--- config.mk ---
export PLATFORM = sky130hd
export DESIGN_NAME = pos_pin_output_select
export DESIGN_NICKNAME = d
export VERILOG_FILES = /design/src/core/pos_pkg.sv /design/src/core/pos_pin_output_select.sv
export SDC_FILE = /design/constraint.sdc
export NUM_CORES = 1
export LEC_CHECK = 0
export BUFFER_PORTS_ARGS = -buffer_cell sky130_fd_sc_hd__buf_2
export CORE_MARGIN = 8
export CORE_UTILIZATION = 41
export CTS_CLUSTER_DIAMETER = 60
export DETAILED_ROUTE_END_ITERATION = 16
export PLACE_DENSITY = 0.62
export RECOVER_POWER = 50
export SKIP_LAST_GASP = 1
export SLEW_MARGIN = 25
export SYNTH_ARGS = -nofsm -noshare
export SYNTH_HDL_FRONTEND = slang
export SYNTH_SLANG_ARGS = --single-unit
--- constraint.sdc ---
create_clock -name CORE_CLK -period 5.65 [get_ports CORE_CLK]
set_input_delay 0.8475 -clock CORE_CLK [delete_from_list [all_inputs] [get_ports CORE_CLK]]
set_output_delay 0.8475 -clock CORE_CLK [all_outputs]
set_load 0.01 [all_outputs]
--- src/core/pos_pkg.sv ---
// Constants, source codes and availability table for the pin output selector
package pos_pkg;

  // Geometry of the selector
  localparam int          PIN_COUNT  = 8;
  localparam int          SEL_W      = 6;
  localparam int          REG_W      = 8;
  localparam int          SRC_TOP    = 50;

  // Register map, byte addresses and word indices on the Wishbone slave
  localparam logic [7:0]  PIN_SEL_BASE = 8'h00;
  localparam logic [7:0]  LOCK_ADDR    = 8'h20;
  localparam logic [5:0]  PIN_SEL_IDX  = 6'h00;
  localparam logic [5:0]  LOCK_IDX     = 6'h08;
  localparam int          LOCK_BIT     = 0;

  // Values after reset
  localparam logic [5:0]  SEL_RESET  = 6'h00;
  localparam logic        LOCK_RESET = 1'b0;

  // Port identities
  localparam logic [2:0]  PORT_A = 3'h0;
  localparam logic [2:0]  PORT_B = 3'h1;
  localparam logic [2:0]  PORT_C = 3'h2;
  localparam logic [2:0]  PORT_D = 3'h3;
  localparam logic [2:0]  PORT_E = 3'h4;
  localparam logic [2:0]  PORT_F = 3'h5;

  // Port of each pin, pin 0 in the low bits
  localparam logic [23:0] PIN_PORT_MAP = {PORT_C, PORT_A, PORT_F, PORT_E,
                                          PORT_D, PORT_C, PORT_B, PORT_A};

  // Source selection codes
  localparam logic [5:0]  SRC_LATCH      = 6'h00;
  localparam logic [5:0]  SRC_LOGIC1     = 6'h01;
  localparam logic [5:0]  SRC_LOGIC2     = 6'h02;
  localparam logic [5:0]  SRC_LOGIC3     = 6'h03;
  localparam logic [5:0]  SRC_LOGIC4     = 6'h04;
  localparam logic [5:0]  SRC_WAVE1_A    = 6'h05;
  localparam logic [5:0]  SRC_WAVE1_D    = 6'h08;
  localparam logic [5:0]  SRC_CAPCMP1    = 6'h09;
  localparam logic [5:0]  SRC_CAPCMP4    = 6'h0C;
  localparam logic [5:0]  SRC_PULSE5     = 6'h0D;
  localparam logic [5:0]  SRC_PULSE6     = 6'h0E;
  localparam logic [5:0]  SRC_PULSE7     = 6'h0F;
  localparam logic [5:0]  SRC_PULSE8     = 6'h10;
  localparam logic [5:0]  SRC_UART1_TX   = 6'h13;
  localparam logic [5:0]  SRC_UART1_DE   = 6'h14;
  localparam logic [5:0]  SRC_UART1_RTS  = 6'h15;
  localparam logic [5:0]  SRC_UART2_TX   = 6'h16;
  localparam logic [5:0]  SRC_UART2_DE   = 6'h17;
  localparam logic [5:0]  SRC_UART2_RTS  = 6'h18;
  localparam logic [5:0]  SRC_CMP1       = 6'h1C;
  localparam logic [5:0]  SRC_CMP2       = 6'h1D;
  localparam logic [5:0]  SRC_SPI_SCK    = 6'h1E;
  localparam logic [5:0]  SRC_SPI_SDO    = 6'h1F;
  localparam logic [5:0]  SRC_SPI_SS     = 6'h20;
  localparam logic [5:0]  SRC_I2C1_SCL   = 6'h21;
  localparam logic [5:0]  SRC_I2C1_SDA   = 6'h22;
  localparam logic [5:0]  SRC_I2C2_SCL   = 6'h23;
  localparam logic [5:0]  SRC_I2C2_SDA   = 6'h24;
  localparam logic [5:0]  SRC_TIMER0     = 6'h25;
  localparam logic [5:0]  SRC_NCO        = 6'h26;
  localparam logic [5:0]  SRC_CLKREF     = 6'h27;
  localparam logic [5:0]  SRC_MODULATOR  = 6'h28;
  localparam logic [5:0]  SRC_WAVE2_A    = 6'h29;
  localparam logic [5:0]  SRC_WAVE2_D    = 6'h2C;
  localparam logic [5:0]  SRC_WAVE3_A    = 6'h2D;
  localparam logic [5:0]  SRC_WAVE3_B    = 6'h2E;
  localparam logic [5:0]  SRC_WAVE3_D    = 6'h30;
  localparam logic [5:0]  SRC_GUARD_A    = 6'h31;
  localparam logic [5:0]  SRC_GUARD_B    = 6'h32;
  localparam logic [5:0]  SRC_RESV_LOW   = 6'h33;

  // Ports that may carry a code, one bit per port, F down to A
  function automatic logic [5:0] pos_port_mask(logic [5:0] code);
    logic [5:0] m;
    m = 6'h00;
    case (code)
      SRC_LATCH:                               m = 6'h3F;
      SRC_LOGIC1, SRC_LOGIC2:                  m = 6'h21;
      SRC_LOGIC3, SRC_LOGIC4:                  m = 6'h0A;
      SRC_WAVE1_A:                             m = 6'h06;
      6'h06, 6'h07, SRC_WAVE1_D:               m = 6'h0A;
      SRC_CAPCMP1, 6'h0A:                      m = 6'h24;
      6'h0B, SRC_CAPCMP4:                      m = 6'h0A;
      SRC_PULSE5:                              m = 6'h21;
      SRC_PULSE6, SRC_PULSE8:                  m = 6'h09;
      SRC_PULSE7:                              m = 6'h24;
      SRC_UART1_TX, SRC_UART1_DE, SRC_UART1_RTS: m = 6'h24;
      SRC_UART2_TX, SRC_UART2_DE, SRC_UART2_RTS: m = 6'h0A;
      SRC_CMP1:                                m = 6'h09;
      SRC_CMP2:                                m = 6'h11;
      SRC_SPI_SCK, SRC_SPI_SDO:                m = 6'h06;
      SRC_SPI_SS:                              m = 6'h09;
      SRC_I2C1_SCL, SRC_I2C1_SDA:              m = 6'h06;
      SRC_I2C2_SCL, SRC_I2C2_SDA:              m = 6'h0A;
      SRC_TIMER0:                              m = 6'h24;
      SRC_NCO, SRC_MODULATOR:                  m = 6'h09;
      SRC_CLKREF:                              m = 6'h12;
      SRC_WAVE2_A, SRC_WAVE3_A:                m = 6'h06;
      6'h2A, 6'h2B, SRC_WAVE2_D:               m = 6'h0A;
      SRC_WAVE3_B:                             m = 6'h11;
      6'h2F, SRC_WAVE3_D:                      m = 6'h09;
      SRC_GUARD_A, SRC_GUARD_B:                m = 6'h21;
      default:                                 m = 6'h00;
    endcase
    return m;
  endfunction

endpackage

--- src/core/pos_pin_output_select.sv ---
// Per-pin output source selector with its Wishbone register slave
//
// Behaviour
// - Bits 7 and 6 of every pin register read as zero and ignore writes.
// - The low six bits of a pin register pick the source for that pin.
// - Selections clear on power-on/brown-out reset and hold otherwise.
// - Code zero routes the pin's own port output latch on every pin.
// - Codes 0x33-0x3F, 0x19-0x1B and 0x11-0x12 are reserved, route none.
// - Serial port one uses 0x13-0x15 and serial port two 0x16-0x18.
// - SPI uses 0x1E-0x20, I2C one 0x21-0x22 and I2C two 0x23-0x24.
// - Waveform generators one to three put A to D at 0x05, 0x29, 0x2D.
// - Logic cells one to four use 0x01-0x04, capture/compare 0x09-0x0C.
// - Pulse modulators five to eight use 0x0D to 0x10 in order.
// - Comparators, timer zero, oscillator and the rest use fixed codes.
// - While the lock bit is set, pin selection writes are ignored.
//
// The address map and the Wishbone interface to the registers were left to the implementer.
`timescale 1ns/1ps

module pos_pin_output_select (
  input  wire logic                               CORE_CLK,
  input  wire logic                               RSTN,
  input  wire logic                               SYS_RSTN,
  input  wire logic                               WB_CYC_I,
  input  wire logic                               WB_STB_I,
  input  wire logic                               WB_WE_I,
  input  wire logic [7:0]                         WB_ADR_I,
  input  wire logic [3:0]                         WB_SEL_I,
  input  wire logic [31:0]                        WB_DAT_I,
  output      logic [31:0]                        WB_DAT_O,
  output      logic                               WB_ACK_O,
  input  wire logic [pos_pkg::PIN_COUNT-1:0]      PORT_LATCH_I,
  input  wire logic [pos_pkg::SRC_TOP:1]          SRC_I,
  output      logic [pos_pkg::PIN_COUNT-1:0]      PIN_OUT,
  output      logic [pos_pkg::PIN_COUNT-1:0]      PIN_DRIVEN,
  output      logic                               LOCKED
);

  // Register state
  logic [pos_pkg::SEL_W-1:0]     sel_r    [pos_pkg::PIN_COUNT];
  logic [pos_pkg::SEL_W-1:0]     sel_nxt  [pos_pkg::PIN_COUNT];
  logic                          lock_r;
  logic                          lock_nxt;
  logic                          ack_r;
  logic                          ack_nxt;
  logic [31:0]                   rdat_r;
  logic [31:0]                   rdat_nxt;

  // Pin state
  logic [pos_pkg::PIN_COUNT-1:0] pin_out_r;
  logic [pos_pkg::PIN_COUNT-1:0] pin_out_nxt;
  logic [pos_pkg::PIN_COUNT-1:0] pin_drv_r;
  logic [pos_pkg::PIN_COUNT-1:0] pin_drv_nxt;
  logic [pos_pkg::PIN_COUNT-1:0] mux_out;
  logic [pos_pkg::PIN_COUNT-1:0] mux_drv;

  // Bus decode
  logic                          req;
  logic                          wr_fire;
  logic [5:0]                    word_idx;
  logic                          hit_pin;
  logic                          hit_lock;
  logic [2:0]                    pin_idx;

  assign req      = WB_CYC_I & WB_STB_I;
  assign wr_fire  = req & WB_WE_I & ack_r & WB_SEL_I[0];
  assign word_idx = WB_ADR_I[7:2];
  assign hit_pin  = (word_idx < pos_pkg::LOCK_IDX);
  assign hit_lock = (word_idx == pos_pkg::LOCK_IDX);
  assign pin_idx  = word_idx[2:0];

  // Acknowledge and read data, one wait state, unmapped reads give zero
  always_comb begin
    ack_nxt  = req & ~ack_r;
    rdat_nxt = rdat_r;
    if (ack_nxt) begin
      rdat_nxt = 32'h0000_0000;
      if (hit_pin) begin
        rdat_nxt[pos_pkg::SEL_W-1:0] = sel_r[pin_idx];
      end else if (hit_lock) begin
        rdat_nxt[pos_pkg::LOCK_BIT] = lock_r;
      end
    end
  end

  // Bus answer registers, cleared by any reset
  always_ff @(posedge CORE_CLK) begin
    if (!RSTN || !SYS_RSTN) begin
      ack_r  <= 1'b0;
      rdat_r <= 32'h0000_0000;
    end else begin
      ack_r  <= ack_nxt;
      rdat_r <= rdat_nxt;
    end
  end

  // Lock bit, writable on byte lane zero
  always_comb begin
    lock_nxt = lock_r;
    if (wr_fire && hit_lock) begin
      lock_nxt = WB_DAT_I[pos_pkg::LOCK_BIT];
    end
  end

  // Lock clears on every reset
  always_ff @(posedge CORE_CLK) begin
    if (!RSTN || !SYS_RSTN) begin
      lock_r <= pos_pkg::LOCK_RESET;
    end else begin
      lock_r <= lock_nxt;
    end
  end

  // Selection next values
  always_comb begin
    for (int i = 0; i < pos_pkg::PIN_COUNT; i++) begin
      sel_nxt[i] = sel_r[i];
      if (wr_fire && hit_pin && !lock_r && (pin_idx == 3'(i))) begin
        // six bit field, upper bits ignored
        sel_nxt[i] = WB_DAT_I[pos_pkg::SEL_W-1:0];
      end
    end
  end

  // only power-on reset clears the selection
  always_ff @(posedge CORE_CLK) begin
    if (!RSTN) begin
      for (int i = 0; i < pos_pkg::PIN_COUNT; i++) begin
        sel_r[i] <= pos_pkg::SEL_RESET;
      end
    end else begin
      for (int i = 0; i < pos_pkg::PIN_COUNT; i++) begin
        sel_r[i] <= sel_nxt[i];
      end
    end
  end

  // Per-pin source multiplexer
  genvar g;
  generate
    for (g = 0; g < pos_pkg::PIN_COUNT; g++) begin : g_pin
      logic [2:0] port_id;
      logic [5:0] mask;
      logic       ok;
      assign port_id = pos_pkg::PIN_PORT_MAP[3*g +: 3];
      assign mask    = pos_pkg::pos_port_mask(sel_r[g]);
      assign ok      = mask[port_id];
      always_comb begin
        mux_out[g] = 1'b0;
        mux_drv[g] = ok;
        if (ok) begin
          if (sel_r[g] == pos_pkg::SRC_LATCH) begin
            mux_out[g] = PORT_LATCH_I[g];
          end else begin
            mux_out[g] = SRC_I[sel_r[g]];
          end
        end
      end
    end
  endgenerate

  // Pin output next values
  always_comb begin
    pin_out_nxt = mux_out;
    pin_drv_nxt = mux_drv;
  end

  // Pin outputs registered
  always_ff @(posedge CORE_CLK) begin
    if (!RSTN) begin
      pin_out_r <= '0;
      pin_drv_r <= '0;
    end else begin
      pin_out_r <= pin_out_nxt;
      pin_drv_r <= pin_drv_nxt;
    end
  end

  assign WB_ACK_O   = ack_r;
  assign WB_DAT_O   = rdat_r;
  assign PIN_OUT    = pin_out_r;
  assign PIN_DRIVEN = pin_drv_r;
  assign LOCKED     = lock_r;
endmodule

==> flow_summary.json <==
{
  "register_area_sq_mm": 0.00144,
  "die_w_um": 153,
  "setup_viol": 0,
  "syn_avg_cell_area_sq_um": 10.2,
  "core-area_sq_mm": 0.0186,
  "setup.worst_path.class": "flip-flop to flip-flop",
  "final_min_period_over_clock_period_pct": 56.2,
  "synth_top_cell_by_area": "mux4_2",
  "rows": 50,
  "start_util_pct": 41.4,
  "cts.clk_slew.worst_paths_ns": 0.07,
  "hold_viol_final": 0,
  "grt_antenna_before_repair": 1,
  "drtIter0Drc": 908,
  "dp_hpwl_um": 18400,
  "p_leak_nw": 2.76,
  "final_antenna_net_count": 0,
  "clockBufferDepth": 2,
  "worstPathRequired_ns": 5.93,
  "overflow": 0,
  "relSlewSlack_pct": 13.3,
  "syn_inst": 754,
  "ys_top_cells_by_count": "mux4_2, dfxtp_1, mux2i_1",
  "wirelength_um": 26400,
  "critPathMaxStageDelay_ns": 0.83,
  "fillCellCount": 1797,
  "synthArstFlopShare_pct": 0,
  "drv_cap": 0,
  "grt_max_degree": 30,
  "cts.sinks": 72,
  "synth_top_area_share_pct": 31.9,
  "crit_family": "buffers and inverters",
  "cts_tree": "done",
  "grt_pass1_wl_um": 40300,
  "portBuffers": 100,
  "place.gp.congestion": 0.892,
  "ys_seq_area_share_pct": 18.7,
  "clock_latency_ns": 0.36,
  "layout-drive-gt1-share_pct": 28.5,
  "multi_input_area_sq_mm": 0.00569,
  "synth_area_sq_mm": 0.00769,
  "syn_to_final_growth_pct": 8.93,
  "crit_buf_inv": 2,
  "die_h_um": 153,
  "grt_pass1_vias": 6561,
  "irDropWorstVdd_mv": 0.134,
  "max_slew.worst_pin.slew_ns": 1.30,
  "ys_ff_latch": 72,
  "critPathMaxFanout": 16,
  "fin_nets": 922,
  "powerDensity_mw_per_mm2": 164,
  "status": "finished, final reports clean",
  "ys_top_cells_by_area": "mux4_2, dfxtp_1, mux2i_1",
  "synth_edf_count": 0,
  "cp-end-kind": "flip-flop",
  "switchingPower_mw": 0.378,
  "htree_levels": 3,
  "route.detailed.drc": 0,
  "regToRegSetupSlack_ns": 2.48,
  "crit_chain": "clkbuf_1 > inv_1 > ha_1 > mux2_2 > a22o_1 > a211oi_1 > o221a_2 > o21ai_1 > nor3_1",
  "yosysWarningCount": 0,
  "die_area_sq_mm": 0.0234,
  "hp-class": "flip-flop to flip-flop",
  "maxSlewViolCount": 0,
  "synth_flop_cell": "dfxtp_1",
  "io-pin-count": 158,
  "startpoint_type": "flip-flop",
  "seqPwrFrac_pct": 37.5,
  "cts_setup_buffers": 0,
  "grt_usage_pct": 22.3,
  "vias_per_cell": 6.58,
  "fin_setup_tns_ns": 0,
  "switching_share_pct": 27.5,
  "clockPowerShare_pct": 46.9,
  "wl_per_cell_um": 25.5,
  "antennaDiodeCount": 0,
  "rsz0062_at_grt": "false",
  "vias": 6793,
  "cts_buffers": 9,
  "cp.arrival_ns": 3.45,
  "max_freq_ghz": 0.315,
  "whs_ns": 0.455,
  "post_cts_resized": 0,
  "cts-hold-fix-buffers": 0,
  "root_buffer": "clkbuf_16",
  "fin_skew_ns": 0.0156,
  "post-route-min-period_ns": 3.17,
  "crit_slowest_cell": "clkbuf_1",
  "p_comb_share_pct": 15.6,
  "yosysMostFrequentCell": "mux4_2",
  "firstDrtPassIters": 6,
  "intPower_mw": 0.996,
  "synth.distinct_cells": 68
}
-- worst paths after layout --
check / startpoint / endpoint / cells after the start
worst max-delay path: sel_r[3][0] / PIN_OUT[3] / 9
worst min-delay path: WB_DAT_O[0] / WB_DAT_O[0] / 2
worst max register to register: sel_r[3][0] / PIN_OUT[3] / 9
worst min register to register: WB_DAT_O[0] / WB_DAT_O[0] / 2
-- tightest hold or removal path: stages, from the launching register on --
cell and delay [ns]:
dfxtp_1 0.31, inv_1 0.05, a211oi_1 0.05
-- power groups by stage --
stage,clock (mW),combinational (mW),sequential [mW]
finish,0.645,0.214,0.516
global route,0.674,0.225,0.516
CTS,0.653,0.211,0.516
detailed placement,0,0.210,0.527
global placement,0,0.209,0.527
floorplan,0,0.122,0.531
-- routing by layer --
metal | up-vias | track usage [%] | part of all wire (%) | wire (um)
met5 | - | 0 | 0.030 | 8
met4 | 2 | 8.39 | 3.2 | 856
met3 | 65 | 6.85 | 11 | 2960
met2 | 426 | 34.2 | 45 | 12000
met1 | 3375 | 29.2 | 40 | 10500
li1 | 2925 | - | - | -
-- stage by stage --
| stage | power (mW) | std cells | utilization (%) | area [sq um] | setup slack [ns] |
|---|---|---|---|---|---|
| 2_1_floorplan | 0.653 | 779 | - | 7790 | 3.29 |
| 3_3_place_gp | 0.736 | 1017 | 43.5 | 8090 | 2.55 |
| 3_5_place_dp | 0.737 | 1017 | 43.5 | 8090 | 2.60 |
| 4_1_cts | 1.38 | 1033 | 45.3 | 8420 | 2.90 |
| 5_1_grt | 1.42 | 1033 | 45.1 | 8380 | 2.16 |
| 6_report | 1.37 | 1033 | 45.1 | 8380 | 2.48 |
-- cell type report --
cell class	count	share of cell area [%]
Multi-Input combinational cell	577	67.9
Sequential cell	72	17.2
Timing Repair Buffer	109	6.31
Tap cell	234	3.49
Clock buffer	9	2.69
Clock inverter	7	1.24
Inverter	25	1.12
-- cell families (layout without fill, tap and decap cells) --
family	Yosys count	count (layout)	share of synthesized area, %
xor+xnor	2	2	0.228
compound gates	124	124	10.9
buf+inv	130	150	8.50
simple gates	216	216	15.4
flops	72	72	18.7
mux	189	189	42.9
other cells	1	26	0.0487
fa+ha+maj	20	20	3.25
-- registers in the layout (all words and copies together), names as in the netlist --
| name | flops |
|---|---|
| sel_r | 48 |
| PIN_DRIVEN | 8 |
| PIN_OUT | 8 |
| WB_DAT_O | 6 |
| LOCKED | 1 |
| WB_ACK_O | 1 |
-- cells in the final DEF, fill, tap and decap left out, types with 7 or more instances in the layout --
cell type  count
a31oi_1       17
nand2_1       48
mux2_2         8
a21boi_1       7
clkbuf_16      9
nand3b_1       7
inv_1         23
nand2b_1       7
ha_1          20
nand3_1       18
clkbuf_1      27
nor2b_1       50
mux2i_1       69
dfxtp_1       70
a21oi_1       18
nor3_1         9
buf_2         75
nor2_1        41
conb_1        26
mux4_2       109
o21ai_0       21
buf_4          7
(Power assumes the default switching activity.)
